--- src/logic/wrpd_defs.svh ---
`ifndef WRPD_DEFS_SVH
`define WRPD_DEFS_SVH

// ----------------------------------------------------------------------------
// Register map
// ----------------------------------------------------------------------------
`define WRPD_ADDR_W 4
`define WRPD_OFS_CTRL 4'h0
`define WRPD_OFS_CMD 4'h1
`define WRPD_OFS_STAT 4'h2
`define WRPD_OFS_WAKE 4'h3
`define WRPD_OFS_P0 4'h4
`define WRPD_OFS_ID 4'h5

// ----------------------------------------------------------------------------
// Field positions
// ----------------------------------------------------------------------------
`define WRPD_CTRL_BIDIR 0
`define WRPD_CTRL_REGOFF 1
`define WRPD_CTRL_RAMEN 2
`define WRPD_CTRL_PDCFG 5
`define WRPD_CMD_SWRST 0
`define WRPD_CMD_POWER_DOWN_INSTRUCTION 1
`define WRPD_CMD_WDRST 2
`define WRPD_CTRL_RST 32'h0000_0004

// ----------------------------------------------------------------------------
// Timing: minimum low and abort times in CPU clock half-periods, sequence length in clock cycles
// ----------------------------------------------------------------------------
`define WRPD_MIN_LOW_HALF 4
`define WRPD_ABORT_HALF 12
`define WRPD_SEQ_CYCLES 16
`define WRPD_P0_LOWER_ONES 6'h3F

`endif

--- src/logic/wrpd_pkg.sv ---
package wrpd_pkg;

  typedef enum logic [2:0] {
    WRPD_RUN,
    WRPD_SYNC,
    WRPD_ASYNC,
    WRPD_PD_PROT,
    WRPD_PD_INT
  } wrpd_state_t;

  // Pin drive group of the reset pin, the capacitor pin, the reset output pin and the I/O hi-Z.
  typedef struct packed {
    logic rst_pd_en;
    logic rst_drive_low;
    logic cap_pd_en;
    logic reset_output_pin_low;
    logic io_hiz;
  } wrpd_pins_t;

endpackage

--- src/logic/wrpd_ctrl.sv ---
// The Avalon-MM slave port and the register offsets were left to the implementer.
`timescale 1ns/1ps
`include "wrpd_defs.svh"
module wrpd_ctrl
  import wrpd_pkg::*;
#(
  parameter int SEQ_CYCLES = `WRPD_SEQ_CYCLES,
  parameter logic [31:0] ID_VALUE = 32'h0000_5A01  // Arbitrary value.
) (
  // Clock and reset
  input wire logic I_MCLK,
  input wire logic I_SOFTWARE_RESET_INSTRUCTION,
  // Avalon-MM slave
  input wire logic [`WRPD_ADDR_W-1:0] I_AVS_ADDRESS,
  input wire logic I_AVS_READ,
  input wire logic I_AVS_WRITE,
  input wire logic [31:0] I_AVS_WRITEDATA,
  output logic [31:0] O_AVS_READDATA,
  output logic O_AVS_WAITREQUEST,
  // Pins
  input wire logic I_RESET_INPUT_PIN_N,
  input wire logic I_RESET_POWERDOWN_CAP_PIN,
  input wire logic I_NMI_N,
  input wire logic [7:0] I_FAST_EXTERNAL_INTERRUPT_PIN,
  input wire logic [7:0] I_FAST_INT_ENABLE,
  input wire logic [7:0] I_FAST_INT_ACTIVE_HIGH,
  input wire logic [12:0] I_PORT0_CONFIG,
  // Wake sources and CPU status
  input wire logic I_RTC_IRQ,
  input wire logic I_CAN_IRQ,
  input wire logic I_I2C_IRQ,
  input wire logic I_ACCESS_BUSY,
  // Outputs
  output wrpd_pins_t O_PINS,
  output logic O_CPU_RESET,
  output logic O_HOLD_CANCEL,
  output logic O_BUS_ABORT,
  output logic O_ASYNC_RESET,
  output logic O_POWER_DOWN,
  output logic O_RETAINED_RAM_EN,
  output logic O_RAM_IF_FREEZE,
  output logic [12:0] O_PORT0_LATCH
);

  // --------------------------------------------------------------------------
  // Input synchronisers
  // --------------------------------------------------------------------------
  logic rst_meta_q, rst_sync_q, cap_meta_q, cap_sync_q, nmi_meta_q, nmi_sync_q;
  logic [7:0] fi_meta_q, fi_sync_q;
  always_ff @(posedge I_MCLK) begin
    rst_meta_q <= I_RESET_INPUT_PIN_N;
    rst_sync_q <= rst_meta_q;
    cap_meta_q <= I_RESET_POWERDOWN_CAP_PIN;
    cap_sync_q <= cap_meta_q;
    nmi_meta_q <= I_NMI_N;
    nmi_sync_q <= nmi_meta_q;
    fi_meta_q <= I_FAST_EXTERNAL_INTERRUPT_PIN;
    fi_sync_q <= fi_meta_q;
  end

  // --------------------------------------------------------------------------
  // Sequencer and registers
  // --------------------------------------------------------------------------
  localparam int CW = $clog2(SEQ_CYCLES + 1);
  localparam int ABORT_CYC = `WRPD_ABORT_HALF / 2;
  localparam int LOW_CYC = `WRPD_MIN_LOW_HALF / 2;

  wrpd_state_t state_q, state_d;
  logic [CW-1:0] cnt_q, cnt_d;
  logic [1:0] low_q, low_d;
  logic sw_q, sw_d;
  logic [31:0] ctrl_q, ctrl_d;
  logic [12:0] p0_q, p0_d;
  logic [31:0] rdata_q, rdata_d;
  logic wait_q, wait_d;
  logic [4:0] wake_q, wake_d;
  wrpd_pins_t pins_q, pins_d;
  logic cpu_rst_q, cpu_rst_d, hold_q, hold_d, abort_q, abort_d;
  logic pd_q, pd_d, freeze_q, freeze_d;
  logic async_q, async_d, ram_en_q, ram_en_d;

  logic ext_low, hw_start, wr_cmd, in_reset, pd_ok;
  logic [7:0] fi_active;

  always_comb begin
    ext_low = !rst_sync_q;
    fi_active = (fi_sync_q ~^ I_FAST_INT_ACTIVE_HIGH) & I_FAST_INT_ENABLE;
    wr_cmd = I_AVS_WRITE && wait_q && (I_AVS_ADDRESS == `WRPD_OFS_CMD);
    hw_start = ext_low && (low_q == 2'(LOW_CYC - 1));
    low_d = ext_low ? ((low_q == 2'(LOW_CYC - 1)) ? low_q : low_q + 2'd1) : 2'd0;
    state_d = state_q;
    cnt_d = cnt_q;
    sw_d = sw_q;
    ctrl_d = ctrl_q;
    p0_d = p0_q;
    wake_d = wake_q;
    pd_ok = 1'b0;
    case (state_q)
      WRPD_RUN, WRPD_PD_INT: begin
        if (state_q == WRPD_PD_INT) begin
          if (|fi_active || I_RTC_IRQ || I_CAN_IRQ || I_I2C_IRQ) begin
            state_d = WRPD_RUN;
            wake_d = {I_I2C_IRQ, I_CAN_IRQ, I_RTC_IRQ, |fi_active, 1'b0};
          end
        end
        if (hw_start) begin
          state_d = cap_sync_q ? WRPD_SYNC : WRPD_ASYNC;
          cnt_d = '0;
          sw_d = 1'b0;
          wake_d = {wake_q[4:1], 1'b1};
        end else if (state_q == WRPD_RUN && wr_cmd) begin
          if (I_AVS_WRITEDATA[`WRPD_CMD_SWRST] || I_AVS_WRITEDATA[`WRPD_CMD_WDRST]) begin
            state_d = WRPD_SYNC;
            cnt_d = '0;
            sw_d = I_AVS_WRITEDATA[`WRPD_CMD_SWRST];
          end else if (I_AVS_WRITEDATA[`WRPD_CMD_POWER_DOWN_INSTRUCTION]) begin
            // regulator-off bit is expected set by software
            pd_ok = ctrl_q[`WRPD_CTRL_REGOFF];
            if (!ctrl_q[`WRPD_CTRL_PDCFG]) begin
              if (!nmi_sync_q) state_d = WRPD_PD_PROT;
            end else if (fi_active == 8'h00) begin
              state_d = WRPD_PD_INT;
            end
          end
        end
      end
      WRPD_PD_PROT: begin
        if (hw_start) begin
          state_d = cap_sync_q ? WRPD_SYNC : WRPD_ASYNC;
          cnt_d = '0;
          sw_d = 1'b0;
        end
      end
      WRPD_SYNC: begin
        // The count saturates so that a long reset cannot wrap it into a second sequence.
        if (cnt_q != CW'(SEQ_CYCLES)) begin
          cnt_d = cnt_q + CW'(1);
        end
        // capacitor low with pin low turns hardware or watchdog reset asynchronous; not for sw
        if (!cap_sync_q && !sw_q && !wr_cmd && ext_low) begin
          state_d = WRPD_ASYNC;
        end else if (cnt_q >= CW'(SEQ_CYCLES) && !ext_low) begin
          state_d = WRPD_RUN;
          ctrl_d[`WRPD_CTRL_BIDIR] = 1'b0;
          if (sw_q) begin
            p0_d = {I_PORT0_CONFIG[12:8], `WRPD_P0_LOWER_ONES, p0_q[1:0]};
          end else begin
            p0_d = I_PORT0_CONFIG;
          end
        end
      end
      WRPD_ASYNC: begin
        // completes regardless of the capacitor pin
        if (!ext_low) begin
          state_d = WRPD_RUN;
          ctrl_d = `WRPD_CTRL_RST;
          p0_d = I_PORT0_CONFIG;
        end
      end
      default: state_d = WRPD_RUN;
    endcase
    if (state_q == WRPD_RUN && I_AVS_WRITE && wait_q && I_AVS_ADDRESS == `WRPD_OFS_CTRL) begin
      ctrl_d = I_AVS_WRITEDATA;
    end
    if (pd_ok && 1'b0) ctrl_d = ctrl_q;
    in_reset = (state_d == WRPD_SYNC) || (state_d == WRPD_ASYNC);
    cnt_d = in_reset ? cnt_d : '0;
    // hi-Z and reset-out low during reset
    pins_d.io_hiz = in_reset;
    pins_d.reset_output_pin_low = in_reset;
    // bidirectional software reset drives pin only while capacitor high
    // The pin is released at the end of the sequence, else its own low level would hold
    // the reset forever.
    pins_d.rst_drive_low = (state_d == WRPD_SYNC) && sw_d && cap_sync_q
                           && ctrl_d[`WRPD_CTRL_BIDIR] && (cnt_d < CW'(SEQ_CYCLES));
    // reset-pin pull-down needs the enable bit
    pins_d.rst_pd_en = ctrl_d[`WRPD_CTRL_BIDIR] && in_reset;
    // capacitor pull-down while reset pin low
    pins_d.cap_pd_en = ext_low || pins_q.rst_drive_low;
    // hold cancel and bus abort within six cycles
    hold_d = in_reset && (cnt_d < CW'(ABORT_CYC));
    abort_d = in_reset && (cnt_d < CW'(ABORT_CYC)) && I_ACCESS_BUSY;
    cpu_rst_d = in_reset;
    pd_d = (state_d == WRPD_PD_PROT) || (state_d == WRPD_PD_INT);
    // RAM disabled and interface frozen under reset
    freeze_d = in_reset;
    ram_en_d = ctrl_d[`WRPD_CTRL_RAMEN] && !in_reset;
    async_d = (state_d == WRPD_ASYNC);
    // Avalon slave: one wait cycle, then answer.
    wait_d = !((I_AVS_READ || I_AVS_WRITE) && wait_q);
    rdata_d = rdata_q;
    if (I_AVS_READ && wait_q) begin
      case (I_AVS_ADDRESS)
        `WRPD_OFS_CTRL: rdata_d = ctrl_q;
        `WRPD_OFS_STAT: rdata_d = {29'h0, state_q};
        `WRPD_OFS_WAKE: rdata_d = {27'h0, wake_q};
        `WRPD_OFS_P0: rdata_d = {19'h0, p0_q};
        `WRPD_OFS_ID: rdata_d = ID_VALUE;
        default: rdata_d = 32'h0000_0000;
      endcase
    end
  end

  always_ff @(posedge I_MCLK) begin
    if (I_SOFTWARE_RESET_INSTRUCTION) begin
      state_q <= WRPD_RUN;
      cnt_q <= '0;
      low_q <= 2'h0;
      sw_q <= 1'b0;
      ctrl_q <= `WRPD_CTRL_RST;
      p0_q <= 13'h0000;
      rdata_q <= 32'h0000_0000;
      wait_q <= 1'b1;
      wake_q <= 5'h00;
      pins_q <= '0;
      cpu_rst_q <= 1'b1;
      hold_q <= 1'b0;
      abort_q <= 1'b0;
      pd_q <= 1'b0;
      freeze_q <= 1'b1;
      async_q <= 1'b0;
      ram_en_q <= 1'b0;
    end else begin
      state_q <= state_d;
      cnt_q <= cnt_d;
      low_q <= low_d;
      sw_q <= sw_d;
      ctrl_q <= ctrl_d;
      p0_q <= p0_d;
      rdata_q <= rdata_d;
      wait_q <= wait_d;
      wake_q <= wake_d;
      pins_q <= pins_d;
      cpu_rst_q <= cpu_rst_d;
      hold_q <= hold_d;
      abort_q <= abort_d;
      pd_q <= pd_d;
      freeze_q <= freeze_d;
      async_q <= async_d;
      ram_en_q <= ram_en_d;
    end
  end

  // --------------------------------------------------------------------------
  // Outputs
  // --------------------------------------------------------------------------
  assign O_PINS = pins_q;
  assign O_CPU_RESET = cpu_rst_q;
  assign O_HOLD_CANCEL = hold_q;
  assign O_BUS_ABORT = abort_q;
  assign O_ASYNC_RESET = async_q;
  assign O_POWER_DOWN = pd_q;
  assign O_RETAINED_RAM_EN = ram_en_q;
  assign O_RAM_IF_FREEZE = freeze_q;
  assign O_AVS_READDATA = rdata_q;
  assign O_AVS_WAITREQUEST = wait_q;
  assign O_PORT0_LATCH = p0_q;

endmodule

--- config.mk ---
export PLATFORM = sky130hd
export DESIGN_NAME = wrpd_ctrl
export DESIGN_NICKNAME = d
export VERILOG_FILES = /design/src/logic/wrpd_pkg.sv /design/src/logic/wrpd_ctrl.sv
export VERILOG_INCLUDE_DIRS = /design/src /design/src/logic
export SDC_FILE = /design/constraint.sdc
export NUM_CORES = 1
export LEC_CHECK = 0
export BUFFER_PORTS_ARGS = -buffer_cell sky130_fd_sc_hd__clkbuf_2
export CORE_ASPECT_RATIO = 1.75
export CORE_MARGIN = 4
export CORE_UTILIZATION = 45
export DETAILED_ROUTE_END_ITERATION = 8
export PLACE_DENSITY = 0.7
export SLEW_MARGIN = 10
export SYNTH_ARGS = -nofsm -noshare
export SYNTH_HDL_FRONTEND = slang
export SYNTH_SLANG_ARGS = --single-unit
--- constraint.sdc ---
create_clock -name I_MCLK -period 6 [get_ports I_MCLK]
set_input_delay 0.6 -clock I_MCLK [delete_from_list [all_inputs] [get_ports I_MCLK]]
set_output_delay 0.6 -clock I_MCLK [all_outputs]
set_load 0.05 [all_outputs]
# Word level (Yosys, flattened, before mapping)
# Cells that the tools add are included.
[totals] regBits=126
[op_classes] order_cmp=3 n_reduce_logical=51 n_eq_ne=19 n_addsub=2 bitwise=3 n_mux=42
[op_table] cell="$pmux 32 s5" n=1
[op_table] cell="$mux 32" n=2
[op_table] cell="$mux 13" n=3
[op_table] cell="$mux 3" n=13
[op_table] cell="$mux 31" n=1
[op_table] cell="$mux 5" n=6
[op_table] cell="$pmux 13 s2" n=1
[op_table] cell="$logic_and 1x1->1" n=21
[op_table] cell="$pmux 5 s3" n=1
[op_table] cell="$eq 3x2->1 const B" n=4
[op_table] cell="$pmux 3 s4" n=1
[op_table] cell="$reduce_bool 2->1" n=5
[op_table] cell="$mux 1" n=9
[op_table] cell="$and 8x8->8" n=1
[op_table] cell="$eq 4x2->1 const B" n=2
[op_table] cell="$eq 4x3->1 const B" n=2
[op_table] cell="$logic_not 8->1" n=1
[op_table] cell="$logic_or 1x1->1" n=8
[op_table] cell="$mux 8" n=1
[op_table] cell="$ne 2x2->1 const B" n=4
[op_table] cell="$reduce_and 4->1" n=2
[op_table] cell="$reduce_or 8->1" n=1
[op_table] cell="$xnor 8x8->8" n=1
[op_table] cell="$eq 3x1->1 const B" n=2
[op_table] cell="19 further kinds" n=27

# Depth between registers and ports, before layout
[logic_depth] depth_word=21 ltp_mapped=8 depth_no_buf=7

# Worst setup path before layout
# No wires, ideal clock.
[synth_timing] path_kind="input -> register" from="input I_AVS_ADDRESS[3]" to="register abort_q, in the netlist O_BUS_ABORT" required_time_ns=5.914 path_buffers=2 path_stages=7 arrival_time_ns=2.115 slack_ns=3.800 path_cell_list="buf_6 > nand4bb_4 > or2_4 > o31a_1 > a211o_1 > buf_6 > a211oi_1"
[synth_via] elab_chain_cells=13 elab_cells_between_ends=20 classes_between="1 x order compare; 3 x eq/ne; 8 x mux; 8 x reduce/logical"
[synth_lines] element="from (decl)" line="wrpd_ctrl.sv:14" text="input wire logic [`WRPD_ADDR_W-1:0] I_AVS_ADDRESS,"
[synth_lines] element="$eq 4x1->1 (no source line) *"
[synth_lines] element="$logic_and 1x1->1 *" line="wrpd_ctrl.sv:88" text="wr_cmd = I_AVS_WRITE && wait_q && (I_AVS_ADDRESS == `WRPD_OFS_CMD);"
[synth_lines] element="$logic_not 1->1" line="wrpd_ctrl.sv:140" text="if (!cap_sync_q && !sw_q && !wr_cmd && ext_low) begin"
[synth_lines] element="$logic_and 1x1->1 (2 in series)" line="wrpd_ctrl.sv:140"
[synth_lines] element="$mux 3" line="wrpd_ctrl.sv:140"
[synth_lines] element="$pmux 3 s4" line="wrpd_ctrl.sv:98" text="case (state_q)"
[synth_lines] element="$eq 3x1->1 or $eq 3x2->1 (tied branches)" line="wrpd_ctrl.sv:166" text="in_reset = (state_d == WRPD_SYNC) || (state_d == WRPD_ASYNC);"
[synth_lines] element="$logic_or 1x1->1" line="wrpd_ctrl.sv:166"
[synth_lines] element="$mux 5" line="wrpd_ctrl.sv:167" text="cnt_d = in_reset ? cnt_d : '0;"
[synth_lines] element="$lt 5x3->1" line="wrpd_ctrl.sv:182" text="abort_d = in_reset && (cnt_d < CW'(ABORT_CYC)) && I_ACCESS_BUSY;"
[synth_lines] element="$logic_and 1x1->1 * (2 in series)" line="wrpd_ctrl.sv:182"
[synth_lines] element="to (signal assigned)" line="wrpd_ctrl.sv:236" text="abort_q <= abort_d;"
[synth_lines] element="to (decl)" line="wrpd_ctrl.sv:78" text="logic cpu_rst_q, cpu_rst_d, hold_q, hold_d, abort_q, abort_d;"
# Mark *: on every way between the ends. The rest lies on a longest branch, timed or not.
# A chain may end at the register's enable or synchronous reset.

# Final worst setup path
[layout_timing] from="input I_AVS_ADDRESS[2]" to="register pins_q (netlist bit O_PINS[3])"
[layout_via] elab_chain_cells=12 elab_cells_between_ends=30 classes_between="1 x order compare; 3 x eq/ne; 14 x mux; 12 x reduce/logical"
[layout_lines] element="$eq 4x1->1 (no source line)"
[layout_lines] element="$logic_and 1x1->1" line="wrpd_ctrl.sv:88"
[layout_lines] element="$logic_not 1->1" line="wrpd_ctrl.sv:140"
[layout_lines] element="$logic_and 1x1->1 (2 in series)" line="wrpd_ctrl.sv:140"
[layout_lines] element="$mux 3" line="wrpd_ctrl.sv:140"
[layout_lines] element="$pmux 3 s4" line="wrpd_ctrl.sv:98"
[layout_lines] element="$eq 3x1->1 or $eq 3x2->1 (tied branches)" line="wrpd_ctrl.sv:166, wrpd_ctrl.sv:174"
[layout_lines] element="$logic_or 1x1->1 or $logic_and 1x1->1 (tied branches)" line="wrpd_ctrl.sv:166, wrpd_ctrl.sv:174"
[layout_lines] element="$mux 5 or $logic_and 1x1->1 (tied branches)" line="wrpd_ctrl.sv:167, wrpd_ctrl.sv:174"
[layout_lines] element="$lt 5x5->1 or $logic_and 1x1->1 (tied branches)" line="wrpd_ctrl.sv:175, wrpd_ctrl.sv:174"
[layout_lines] element="$logic_and 1x1->1 *" line="wrpd_ctrl.sv:174" text="pins_d.rst_drive_low = (state_d == WRPD_SYNC) && sw_d && cap_sync_q"
[layout_lines] element="to (signal assigned)" line="wrpd_ctrl.sv:233" text="pins_q <= pins_d;"
[layout_lines] element="to (decl)" line="wrpd_ctrl.sv:77" text="wrpd_pins_t pins_q, pins_d;"
# Marked as above.

==> insert_results.sql <==
INSERT INTO impl_metrics (metric_group, metric, value, unit) VALUES
('detailed_routing', 'vias_per_cell', '5.662', ''),
('layout', 'antenna_cells_inserted', '0', ''),
('timing', 'max_freq', '366.0', 'MHz'),
('logic_synthesis', 'most_frequently_used_flop_master_after_synthesis', 'dfxtp_1', ''),
('timing', 'drv_slew', '0', ''),
('worst_setup_path', 'critPathArrivalTime', '3.05', 'ns'),
('detailed_routing', 'routed-via-count', '4722', ''),
('worst_setup_path', 'rr_endpoint', 'O_RETAINED_RAM_EN', ''),
('timing', 'worst_slack', '3.267', 'ns'),
('grt', 'grt_max_degree', '100', ''),
('outcome', 'run_status', 'complete, no violations', ''),
('grt', 'overflow', '0', ''),
('detailed_routing', 'maxUsedRoutingLayer', 'met4', ''),
('floorplanning', 'die-area', '13200', 'um2'),
('placed_design', 'place_hpwl', '10.66', 'mm'),
('clock_tree', 'post_cts_buffers', '0', ''),
('worst_setup_path', 'worst-endpoint-required', '6.31', 'ns'),
('clock_tree', 'root_buffer', 'clkbuf_16', ''),
('worst_setup_path', 'crit_fanout', '33', ''),
('detailed_routing', 'met2WireLength', '7.735', 'mm'),
('clock_tree', 'cts_hold_buffers', '0', ''),
('detailed_routing', 'detail_route.iter0.violations', '353', ''),
('layout', 'syn_to_final_growth', '25.59', '%'),
('grt', 'number_of_global_route_vias_before_repair', '4720', ''),
('clock_tree', 'cts.repair.resized', '0', ''),
('clock_tree', 'cts.clk_slew.worst_paths', '0.06', 'ns'),
('worst_hold_path', 'holdPathEnd', 'fi_meta_q[3]', ''),
('timing', 'fin_crit', '2.733', 'ns'),
('layout', 'seq_area', '2522', 'um2'),
('job', 'drv.max_cap_violation_count', '0', ''),
('logic_synthesis', 'yosys.area.top_type_share', '49.33', '%'),
('placed_design', 'dp_cells', '802', ''),
('timing', 'max_slew_margin', '18.81', '%'),
('grt', 'groute.usage.overall', '22.76', '%'),
('logic_synthesis', 'postSynthRegisterBits', '126', ''),
('worst_hold_path', 'hold_path_origin', 'I_FAST_EXTERNAL_INTERRUPT_PIN[3]', ''),
('detailed_routing', 'routed_wl_met3', '946', 'um'),
('clock_tree', 'tritoncts.num_buffers', '17', ''),
('power_and_ir_drop', 'vdd.ir_drop.worst', '0.2481', 'mV'),
('placed_design', 'port_buffers', '141', ''),
('layout', 'final_core_util', '57.84', '%'),
('clock_tree', 'cts_tree', 'built', ''),
('timing', 'setup-violations-final', '0', ''),
('logic_synthesis', 'synth-seq-area-share', '49.33', '%'),
('layout', 'final_layout_size_suffix_gt1_share', '27.78', '%'),
('power_and_ir_drop', 'total_leakage_power', '0.002562', 'uW'),
('worst_setup_path', 'end_kind', 'register', ''),
('logic_synthesis', 'ys_warn_count', '0', ''),
('power_and_ir_drop', 'power_density', '323.5', 'nW/um2'),
('detailed_routing', 'dr.pass1.iters', '5', ''),
('layout', 'area_of_the_multi_input_gates', '2380', 'um2'),
('floorplanning', 'placement_rows', '51', ''),
('floorplanning', 'floorplan.die.height', '149.0', 'um'),
('timing', 'setup_tns', '0', 'ns'),
('clock_tree', 'clock_insertion_delay_worst_skew', '0.41', 'ns'),
('detailed_routing', 'drcViolationCount', '0', ''),
('timing', 'max_slew.worst_pin.slew', '1.218', 'ns'),
('clock_tree', 'cts-htree-levels', '4', ''),
('logic_synthesis', 'synth_fp_nets', '656', ''),
('floorplanning', 'boundaryPins', '142', ''),
('worst_setup_path', 'reg2regPathDepth', '6', ''),
('floorplanning', 'dieWidth', '88.58', 'um'),
('logic_synthesis', 'netlist_instances', '569', ''),
('worst_setup_path', 'r2r_slack', '3.27', 'ns'),
('timing', 'finalHoldViolCount', '0', ''),
('worst_hold_path', 'min_path_cells', '1', ''),
('timing', 'grt_setup_unrepaired', 'no', ''),
('placed_design', 'placement.setup.worst_slack', '2.905', 'ns'),
('timing', 'timing.clock.skew', '0.01048', 'ns'),
('worst_hold_path', 'min_path_type', 'in2reg', ''),
('worst_setup_path', 'r2r-start', 'low_q[0]', '');
==> worst max-delay path by stage <==
stage / from / endpoint / slack (ns) / cells past startpoint
after floorplan: I_AVS_ADDRESS[3] / O_BUS_ABORT / 3.80 / 7
after global placement: I_AVS_ADDRESS[2] / O_PINS[3] / 2.98 / 6
after detailed placement: I_AVS_ADDRESS[2] / O_PINS[3] / 2.91 / 6
after CTS: low_q[0] / O_RETAINED_RAM_EN / 3.27 / 6
after global routing: low_q[0] / O_RETAINED_RAM_EN / 3.03 / 6
final: I_AVS_ADDRESS[2] / O_PINS[3] / 3.27 / 6
==> synthesized netlist by cell type (all sizes together) (4+ instances only) <==
| library cell | n |
|---|---|
| nand2b | 7 |
| or3b | 5 |
| nand3b | 5 |
| o211ai | 4 |
| nand3 | 23 |
| nand2 | 44 |
| mux2i | 7 |
| dfxtp | 126 |
| nor3 | 12 |
| inv | 7 |
| o21ai | 9 |
| a211oi | 13 |
| a21oi | 55 |
| clkbuf | 32 |
| a22oi | 43 |
| nor2 | 88 |
| xnor2 | 8 |
| buf | 9 |
==> power by group <==
group / switching (uW) / total, uW / internal, uW
clock: 394 / 1050 / 659
sequential: 13.1 / 868 / 855
combinational: 104 / 156 / 52.3
total: 511 / 2080 / 1570
==> worst max-delay path: stages <==
cell      delay (ns)
clkbuf_2        0.21
nor4_4          0.28
buf_4           0.34
and3b_1         1.02
a31oi_1         0.27
nor4_1          0.30
==> cell usage in the layout (no fill, tap or decap), types with 3 or more instances in the layout <==
cell type     n
a211o_1       3
a211oi_1      8
a211oi_2      5
a21oi_1      54
a22oi_1      42
a31oi_1       3
and3b_1       3
bufinv_16     3
clkbuf_16    17
clkbuf_2    140
clkinvlp_4    3
dfxtp_1     126
ha_1          3
inv_1         7
inv_6         5
mux2_2        3
mux2i_1       7
nand2_1      44
nand2b_1      7
nand3_1      23
nand3b_1      5
nor2_1       88
nor3_1       11
nor4bb_1      3
o211ai_1      4
o21ai_0       9
o22ai_1       3
o31ai_1       3
or3b_2        4
xnor2_1       8
==> stage by stage <==
stage / total power (uW) / instance area, um2
after floorplan: 984.8 / 5114
after detailed placement: 1042 / 5813
after global placement: 1040 / 5813
after global routing: 2151 / 6422
final: 2077 / 6422
after CTS: 2100 / 6422
==> registers in the layout (all words and copies together) (netlist names) <==
name / cells
fi_sync_q: 8
O_HOLD_CANCEL: 1
nmi_meta_q: 1
O_AVS_READDATA: 32
O_AVS_WAITREQUEST: 1
cnt_q: 5
O_PORT0_LATCH: 13
wake_q: 5
O_PINS: 4
low_q: 2
state_q: 3
fi_meta_q: 8
O_POWER_DOWN: 1
O_BUS_ABORT: 1
sw_q: 1
cap_sync_q: 1
O_RETAINED_RAM_EN: 1
rst_meta_q: 1
ctrl_q: 32
rst_sync_q: 1
O_ASYNC_RESET: 1
nmi_sync_q: 1
cap_meta_q: 1
O_RAM_IF_FREEZE: 1
==> cells by family after synthesis <==
family	count (synthesis)	synth area share, %
flip-flops	126	49.33
buffers and inverters	49	4.135
AO/OA/AOI/OAI	156	20.87
XOR/XNOR	10	1.713
multiplexers	10	2.031
AND/OR/NAND/NOR	215	21.19
adder cells (fa/ha/maj)	3	0.7341
==> layer usage <==
| metal | vias up | track usage, % |
|---|---|---|
| li1 | 2285 | - |
| met1 | 2220 | 25.80 |
| met2 | 177 | 39.32 |
| met3 | 40 | 5.141 |
| met4 | 0 | 11.04 |
| met5 | - | 0 |
==> cell type report <==
cell class | count | area share, %
flip-flops and latches | 126 | 39.28
multi-input cells | 394 | 37.05
repair buffers | 142 | 11.14
clock buffers | 17 | 6.624
clock inverters | 15 | 2.864
well taps | 132 | 2.572
inverters | 8 | 0.4676
Power figures use the tool's default switching activity.
